<file path="config.mk">
export PLATFORM = sky130hd
export DESIGN_NAME = lgc_regs
export DESIGN_NICKNAME = d
export VERILOG_FILES = /design/src/hdl/lgc_regs.v
export VERILOG_INCLUDE_DIRS = /design/src /design/src/common
export SDC_FILE = /design/constraint.sdc
export NUM_CORES = 1
export LEC_CHECK = 0
export CORE_UTILIZATION = 59
export CTS_BUF_LIST = sky130_fd_sc_hd__clkbuf_2 sky130_fd_sc_hd__clkbuf_4 sky130_fd_sc_hd__clkbuf_8
export DETAILED_ROUTE_END_ITERATION = 16
export DONT_BUFFER_PORTS = 1
export PLACE_DENSITY = 0.78
export REMOVE_ABC_BUFFERS = 1
export SYNTH_ARGS = -nofsm -noshare
export SYNTH_HDL_FRONTEND = slang
export SYNTH_SLANG_ARGS = --single-unit
</file>
<file path="constraint.sdc">
create_clock -name pclk -period 2 [get_ports pclk]
set_input_delay 0.3 -clock pclk [delete_from_list [all_inputs] [get_ports pclk]]
set_output_delay 0.3 -clock pclk [all_outputs]
set_load 0.005 [all_outputs]
</file>
<file path="src/common/lgc_map.vh">
// Register map, field layout and reset values of the line interface global control block
// ****************************************************************************
// Overview of operation
// [RULE1] The global control register drives one shared setting to all eight channels and resets to zero.
// [RULE2] With global bit 7 set, every access to the phase data window advances the phase-sample field of the waveform address register.
// [RULE3] Software sets global bit 7 before enabling any waveform generator channel if it wants auto-increment.
// [RULE4] Global bit 6 gates automatic all-ones alarm insertion into all eight receive paths on loss of signal.
// [RULE5] Software always writes zero to the reserved global bit 5.
// [RULE6] Global bit 4 selects the line code: 0 for B8ZS or HDB3, 1 for plain AMI.
// [RULE7] Global bit 3 selects the jitter FIFO depth: 0 for 32 bits, 1 for 64 bits.
// [RULE8] Global bit 2 selects the jitter corner frequency: 0 for the lower, 1 for the higher corner.
// [RULE9] Global bits 1:0 place the jitter attenuator: 00 and 10 off, 01 transmit path, 11 receive path.
// [RULE10] Bits 2:0 of the channel selector choose the channel reached by the pulse-shape data register.
// [RULE11] Pulse-shape data reads and writes reach only the channel held in the channel selector.
// [RULE12] Software writes zeros to the reserved channel selector bits 7:3.
// [RULE13] The channel selector resets to zero, which selects channel 0.
// [RULE14] Both registers read back the last value written and reads have no side effect.
// ****************************************************************************
`ifndef LGC_MAP_VH
`define LGC_MAP_VH

// Register indices; the byte address is four times the index
`define LGC_IDX_GLOBAL 8'h0F
`define LGC_IDX_CHSEL 8'h10
`define LGC_IDX_SHAPE 8'h11
`define LGC_IDX_WADDR 8'h17
`define LGC_IDX_WDATA 8'h18

// Reset values
`define LGC_RST_GLOBAL 8'h00
`define LGC_RST_CHSEL 8'h00
`define LGC_RST_SHAPE 8'h00
`define LGC_RST_WADDR 8'h00

// Global control fields
`define LGC_GLB_AUTOINC 7
`define LGC_GLB_ALARM 6
`define LGC_GLB_CODE 4
`define LGC_GLB_FIFO 3
`define LGC_GLB_CORNER 2
`define LGC_GLB_JPOS_HI 1
`define LGC_GLB_JPOS_LO 0
`define LGC_JPOS_TX 2'h1
`define LGC_JPOS_RX 2'h3

// Channel selector field
`define LGC_CHSEL_HI 2
`define LGC_CHSEL_LO 0

// Phase-sample field of the waveform address register
`define LGC_PHASE_HI 4
`define LGC_PHASE_LO 0
`define LGC_PHASE_ONE 5'h01

`endif

</file>
<file path="src/hdl/lgc_regs.v">
// APB register bank for the global line control and pulse-shape channel selection
`timescale 1ns/1ps
`default_nettype none
`include "lgc_map.vh"

module lgc_regs (
    input wire pclk,
    input wire presetn,
    input wire pclk_en,
    input wire psel,
    input wire penable,
    input wire pwrite,
    input wire [31:0] paddr,
    input wire [31:0] pwdata,
    output reg [31:0] prdata,
    output reg pready,
    output reg pslverr,
    input wire [7:0] loss_of_signal,
    input wire [7:0] wave_rdata,
    output reg [7:0] wave_addr,
    output reg [7:0] wave_wdata,
    output reg wave_wr_pulse,
    output reg wave_rd_pulse,
    output reg auto_increment_enable,
    output reg rx_alarm_insert_enable,
    output reg line_code_select,
    output reg jitter_fifo_deep,
    output reg jitter_corner_select,
    output reg [1:0] jitter_position_select,
    output reg jitter_in_tx,
    output reg jitter_in_rx,
    output reg [2:0] shape_channel_id,
    output reg [7:0] alarm_insert,
    output reg [63:0] shape_cfg_all
);

    // ************************************************************************
    // Address decode
    // ************************************************************************
    localparam [2:0] SEL_NONE = 3'h0;
    localparam [2:0] SEL_GLOBAL = 3'h1;
    localparam [2:0] SEL_CHSEL = 3'h2;
    localparam [2:0] SEL_SHAPE = 3'h3;
    localparam [2:0] SEL_WADDR = 3'h4;
    localparam [2:0] SEL_WDATA = 3'h5;

    // Bus handshake states
    localparam [1:0] ST_IDLE = 2'h0;
    localparam [1:0] ST_ACCESS = 2'h1;

    // Word-aligned decode; any nonzero low bits or upper bits fall out as unmapped
    function [2:0] lgc_decode;
        input [31:0] addr;
        begin
            if (addr[1:0] != 2'h0 || addr[31:10] != 22'h000000) begin
                lgc_decode = SEL_NONE;
            end else if (addr[9:2] == `LGC_IDX_GLOBAL) begin
                lgc_decode = SEL_GLOBAL;
            end else if (addr[9:2] == `LGC_IDX_CHSEL) begin
                lgc_decode = SEL_CHSEL;
            end else if (addr[9:2] == `LGC_IDX_SHAPE) begin
                lgc_decode = SEL_SHAPE;
            end else if (addr[9:2] == `LGC_IDX_WADDR) begin
                lgc_decode = SEL_WADDR;
            end else if (addr[9:2] == `LGC_IDX_WDATA) begin
                lgc_decode = SEL_WDATA;
            end else begin
                lgc_decode = SEL_NONE;
            end
        end
    endfunction

    // Advance only the phase-sample field; the channel part above it is kept
    function [7:0] lgc_phase_step;
        input [7:0] addr;
        begin
            lgc_phase_step = addr;
            lgc_phase_step[`LGC_PHASE_HI:`LGC_PHASE_LO] =
                addr[`LGC_PHASE_HI:`LGC_PHASE_LO] + `LGC_PHASE_ONE;
        end
    endfunction

    // ************************************************************************
    // Storage
    // ************************************************************************
    reg [1:0] state_r;
    reg [1:0] state_nxt;
    reg [2:0] sel_r;
    reg [7:0] global_line_control_r;
    reg [7:0] pulse_shape_channel_select_r;
    reg [7:0] shape_mem_r [0:7];
    reg [7:0] los_meta_r;
    reg [7:0] los_sync_r;
    reg [2:0] sel_now;
    reg [31:0] rdata_nxt;
    wire setup_phase;
    wire access_done;
    wire [2:0] chan;
    integer i;

    assign setup_phase = psel && !penable && (state_r == ST_IDLE);
    assign access_done = psel && penable && (state_r == ST_ACCESS);
    assign chan = pulse_shape_channel_select_r[`LGC_CHSEL_HI:`LGC_CHSEL_LO];

    // ************************************************************************
    // Bus state machine
    // ************************************************************************
    always @* begin
        state_nxt = state_r;
        case (state_r)
            ST_IDLE: begin
                if (setup_phase) begin
                    state_nxt = ST_ACCESS;
                end
            end
            ST_ACCESS: begin
                if (access_done || !psel) begin
                    state_nxt = ST_IDLE;
                end
            end
            default: begin
                state_nxt = ST_IDLE;
            end
        endcase
    end

    // Read data is captured at setup so the answer stands through the access edge
    always @* begin
        sel_now = lgc_decode(paddr);
        rdata_nxt = 32'h00000000;
        case (sel_now)
            SEL_GLOBAL: begin
                rdata_nxt[7:0] = global_line_control_r; // RULE14
            end
            SEL_CHSEL: begin
                rdata_nxt[7:0] = pulse_shape_channel_select_r; // RULE14
            end
            SEL_SHAPE: begin
                rdata_nxt[7:0] = shape_mem_r[chan]; // RULE11
            end
            SEL_WADDR: begin
                rdata_nxt[7:0] = wave_addr;
            end
            SEL_WDATA: begin
                rdata_nxt[7:0] = wave_rdata;
            end
            default: begin
                rdata_nxt = 32'h00000000;
            end
        endcase
    end

    always @(posedge pclk or negedge presetn) begin
        if (!presetn) begin
            state_r <= ST_IDLE;
            sel_r <= SEL_NONE;
            prdata <= 32'h00000000;
            pready <= 1'b0;
            pslverr <= 1'b0;
        end else if (pclk_en) begin
            state_r <= state_nxt;
            if (setup_phase) begin
                sel_r <= sel_now;
                prdata <= pwrite ? 32'h00000000 : rdata_nxt;
                pready <= 1'b1;
                pslverr <= (sel_now == SEL_NONE);
            end else if (access_done || !psel) begin
                pready <= 1'b0;
                pslverr <= 1'b0;
                prdata <= 32'h00000000;
            end
        end
    end

    // ************************************************************************
    // Control registers
    // ************************************************************************
    // Reserved bits are stored as written so read-back matches the write
    always @(posedge pclk or negedge presetn) begin
        if (!presetn) begin
            global_line_control_r <= `LGC_RST_GLOBAL; // RULE1
            pulse_shape_channel_select_r <= `LGC_RST_CHSEL; // RULE13
        end else if (pclk_en && access_done && pwrite) begin
            if (sel_r == SEL_GLOBAL) begin
                global_line_control_r <= pwdata[7:0]; // RULE1
            end
            if (sel_r == SEL_CHSEL) begin
                pulse_shape_channel_select_r <= pwdata[7:0]; // RULE10
            end
        end
    end

    // Per-channel pulse-shape data, only the selected slot is touched
    always @(posedge pclk or negedge presetn) begin
        if (!presetn) begin
            for (i = 0; i < 8; i = i + 1) begin
                shape_mem_r[i] <= `LGC_RST_SHAPE;
            end
        end else if (pclk_en && access_done && pwrite && sel_r == SEL_SHAPE) begin
            shape_mem_r[chan] <= pwdata[7:0]; // RULE11
        end
    end

    always @(posedge pclk or negedge presetn) begin
        if (!presetn) begin
            shape_cfg_all <= 64'h0000000000000000;
            shape_channel_id <= 3'h0;
        end else if (pclk_en) begin
            for (i = 0; i < 8; i = i + 1) begin
                shape_cfg_all[i * 8 +: 8] <= shape_mem_r[i];
            end
            shape_channel_id <= chan; // RULE10
        end
    end

    // ************************************************************************
    // Waveform generator address and data window
    // ************************************************************************
    // Increment lands on the access edge together with the write pulse, so only read data used the old address
    always @(posedge pclk or negedge presetn) begin
        if (!presetn) begin
            wave_addr <= `LGC_RST_WADDR;
            wave_wdata <= 8'h00;
            wave_wr_pulse <= 1'b0;
            wave_rd_pulse <= 1'b0;
        end else if (pclk_en) begin
            wave_wr_pulse <= 1'b0;
            wave_rd_pulse <= 1'b0;
            if (access_done && pwrite && sel_r == SEL_WADDR) begin
                wave_addr <= pwdata[7:0];
            end else if (access_done && sel_r == SEL_WDATA) begin
                if (global_line_control_r[`LGC_GLB_AUTOINC]) begin
                    wave_addr <= lgc_phase_step(wave_addr); // RULE2
                end
            end
            if (access_done && sel_r == SEL_WDATA) begin
                wave_wr_pulse <= pwrite;
                wave_rd_pulse <= !pwrite;
                if (pwrite) begin
                    wave_wdata <= pwdata[7:0];
                end
            end
        end
    end

    // ************************************************************************
    // Global settings towards the eight channels
    // ************************************************************************
    // Loss-of-signal comes from the receivers' own timing, so it is synchronised
    always @(posedge pclk or negedge presetn) begin
        if (!presetn) begin
            los_meta_r <= 8'h00;
            los_sync_r <= 8'h00;
        end else if (pclk_en) begin
            los_meta_r <= loss_of_signal;
            los_sync_r <= los_meta_r;
        end
    end

    always @(posedge pclk or negedge presetn) begin
        if (!presetn) begin
            auto_increment_enable <= 1'b0;
            rx_alarm_insert_enable <= 1'b0;
            line_code_select <= 1'b0;
            jitter_fifo_deep <= 1'b0;
            jitter_corner_select <= 1'b0;
            jitter_position_select <= 2'h0;
            jitter_in_tx <= 1'b0;
            jitter_in_rx <= 1'b0;
            alarm_insert <= 8'h00;
        end else if (pclk_en) begin
            auto_increment_enable <= global_line_control_r[`LGC_GLB_AUTOINC]; // RULE2
            rx_alarm_insert_enable <= global_line_control_r[`LGC_GLB_ALARM]; // RULE4
            line_code_select <= global_line_control_r[`LGC_GLB_CODE]; // RULE6
            jitter_fifo_deep <= global_line_control_r[`LGC_GLB_FIFO]; // RULE7
            jitter_corner_select <= global_line_control_r[`LGC_GLB_CORNER]; // RULE8
            jitter_position_select <=
                global_line_control_r[`LGC_GLB_JPOS_HI:`LGC_GLB_JPOS_LO]; // RULE9
            // Code 10 is deliberately treated as off, like 00
            jitter_in_tx <= (global_line_control_r[`LGC_GLB_JPOS_HI:`LGC_GLB_JPOS_LO]
                == `LGC_JPOS_TX); // RULE9
            jitter_in_rx <= (global_line_control_r[`LGC_GLB_JPOS_HI:`LGC_GLB_JPOS_LO]
                == `LGC_JPOS_RX); // RULE9
            // One shared enable gates every channel alike
            alarm_insert <= los_sync_r &
                {8{global_line_control_r[`LGC_GLB_ALARM]}}; // RULE4
        end
    end

endmodule // lgc_regs
`default_nettype wire

</file>
==> qor.yml <==
status: "finished, violations left"
violations: "hold timing"
holdWs_ps: -505
routed_wl_um: 23700
antenna_left: 0
final_cell_mix: "dfrtp_1, mux2_2, dlygate4sd3_1"
slew_violations: 0
synth_edf_count: 0
rr_worst_depth: 5
ff2ff_setup_slack_ps: 50
holdBufCountCts: 54
syn_to_final_growth_pct: 18.6
irDropWorstVdd_mv: 0.590
synth-seq-cells: 212
grt.total_usage_pct: 30.5
ys_types: 52
drt-initial-drc-count: 361
dieArea_um2: 16200
antenna_found_initial: 0
maxSlewHeadroom_pct: 38.4
synthFlopType: "dfrtp_1"
cts_tree: "built"
vias: 6107
antenna_cells: 0
crit_required_ps: 2380
syn_area_um2: 9240
start_util_pct: 60.6
port_buffers: 0
dp.final_hpwl_um: 14800
grt_pass1_vias: 6517
final_cell_count_no_fill: 1018
syn_inst: 693
cp-start-kind: "flop"
grt_setup_unrepaired: "false"
die_h_um: 127
grt_pass1_wl_um: 37000
drv_cap: 0
overflow: 0
cts_root_buf: "clkbuf_8"
cp_max_fo: 7
ys_warn_count: 0
drc: 0
worst_pin_slew_ps: 920
async_flop_share_pct: 100
numCtsBuffers: 35
leakage_nw: 5.39
final_common_cell: "dfrtp_1"
ys_seq_area_share_pct: 57.4
fin_util_pct: 71.8
fmax_mhz: 513
critical_path_arrival_ps: 2320
clk-insertion-delay-late_ps: 510
routed_via_density: 6.00
avgRoutedWirePerCell_um: 23.3
dp.cells: 906
gp_congestion: 0.881
skew_ps: 19.1
hold_violations: 212
finalCritPeriodShare_pct: 97.5
nets: 874
fillCellCount: 1001
core_area_um2: 15300
clk_pin_slew_worst_paths_ps: 60
first_pass_iters: 4
die_w_um: 127
criticalPathCategory: "flop to flop"
layout_min_cycle_time_ps: 1950
synth.avg_cell_area_um2: 13.3
cts.path.max_buffers: 3
std_cell_rows: 45
finalSetupViolations: 0
crit_path_end_kind: "flop"
reg_top3: "shape_cfg_all (64), shape_mem_r (64)"
grt_max_degree: 213
htree_levels: 2
hp-class: "primary input to asynchronous set/reset pin"
r2r_end: "prdata[4]"
power_density_nw_per_um2: 798
io-pin-count: 222
r2r-start: "pulse_shape_channel_select_r[0]"
clock-sinks: 212
drive_above_1_share_pct: 37.5
==> cell usage after synthesis, drive strengths merged (10+ instances only) <==
library cell,instances,share of area (%)
mux2,180,22
buf,32,2.5
nor2,15,0.66
nand3,16,0.87
a21oi,26,1.4
inv,10,0.41
nand2,44,1.8
dfrtp,212,57
mux2i,13,1.4
o21ai,29,1.6
clkbuf,28,1.1
==> routing by layer <==
layer	global-route usage, %	wire, um	up-vias
met2	49.0	11500	267
met1	39.0	9480	3149
met5	0	0	-
met4	12.3	687	0
met3	9.30	2010	59
li1	-	-	2632
==> area by class of cell <==
| cell class | count | area [um2] | area share, % |
|---|---|---|---|
| clock buffer | 54 | 693 | 6.33 |
| timing repair buffer | 94 | 925 | 8.44 |
| tap | 211 | 264 | 2.41 |
| inverter | 10 | 37.5 | 0.343 |
| sequential | 212 | 5310 | 48.4 |
| clock inverter | 3 | 67.6 | 0.617 |
| multi-input combinational | 434 | 3660 | 33.4 |
==> worst max-delay path: stages, from the launching register on <==
cell,delay (ps)
dfrtp_1,580
mux4_2,570
mux2i_1,310
a21oi_1,150
a21oi_1,130
o21ai_0,80
==> cells by family (layout without fill, tap and decap cells) <==
group	Yosys count	in the layout	synth area share (%)
buf+inv	70	161	4.08
simple gates	113	113	6.20
compound gates	91	91	6.31
xor+xnor	3	3	0.284
mux	202	202	25.5
flops	212	212	57.4
fa+ha+maj	1	1	0.135
other cells	1	24	0.0406
==> per-stage QoR <==
step / TNS (ps) / hold slack, ps / instance area [um2] / total power [W] / setup WS (ps)
after global routing: 0 / -533 / 11000 / 0.00902 / 5.96
after CTS: 0 / -530 / 10900 / 0.00877 / 44.6
final: 0 / -505 / 11000 / 0.00874 / 50.9
after detailed placement: -681 / 8.29 / 9610 / 0.00458 / -99.5
after global placement: -358 / 8.91 / 9610 / 0.00457 / -106
after floorplan: -2410 / 4.41 / 8990 / 0.00455 / -189
==> worst max-delay path by stage <==
| stage | endpoint | from | depth (start not counted) |
|---|---|---|---|
| 2_1_floorplan | shape_mem_r[10] | pulse_shape_channel_select_r[2] | 3 |
| 3_3_place_gp | prdata[0] | paddr[7] | 7 |
| 3_5_place_dp | prdata[6] | paddr[7] | 7 |
| 4_1_cts | shape_mem_r[10] | state_r[0] | 7 |
| 5_1_grt | prdata[2] | pulse_shape_channel_select_r[1] | 6 |
| 6_report | prdata[4] | pulse_shape_channel_select_r[0] | 5 |
==> where the power goes <==
group          switching (W)  internal, W
registers          0.0000263      0.00434
logic               0.000130     0.000139
clock network        0.00166      0.00245
==> timing repair <==
item / CTS / global route
setup endpoints to repair: 8 / 23
hold endpoints to repair: 395 / 212
buffers inserted: 0 / 1
pin swaps: 1 / 1
gates resized for setup: 2 / 4
Power figures use the tool's default switching activity.
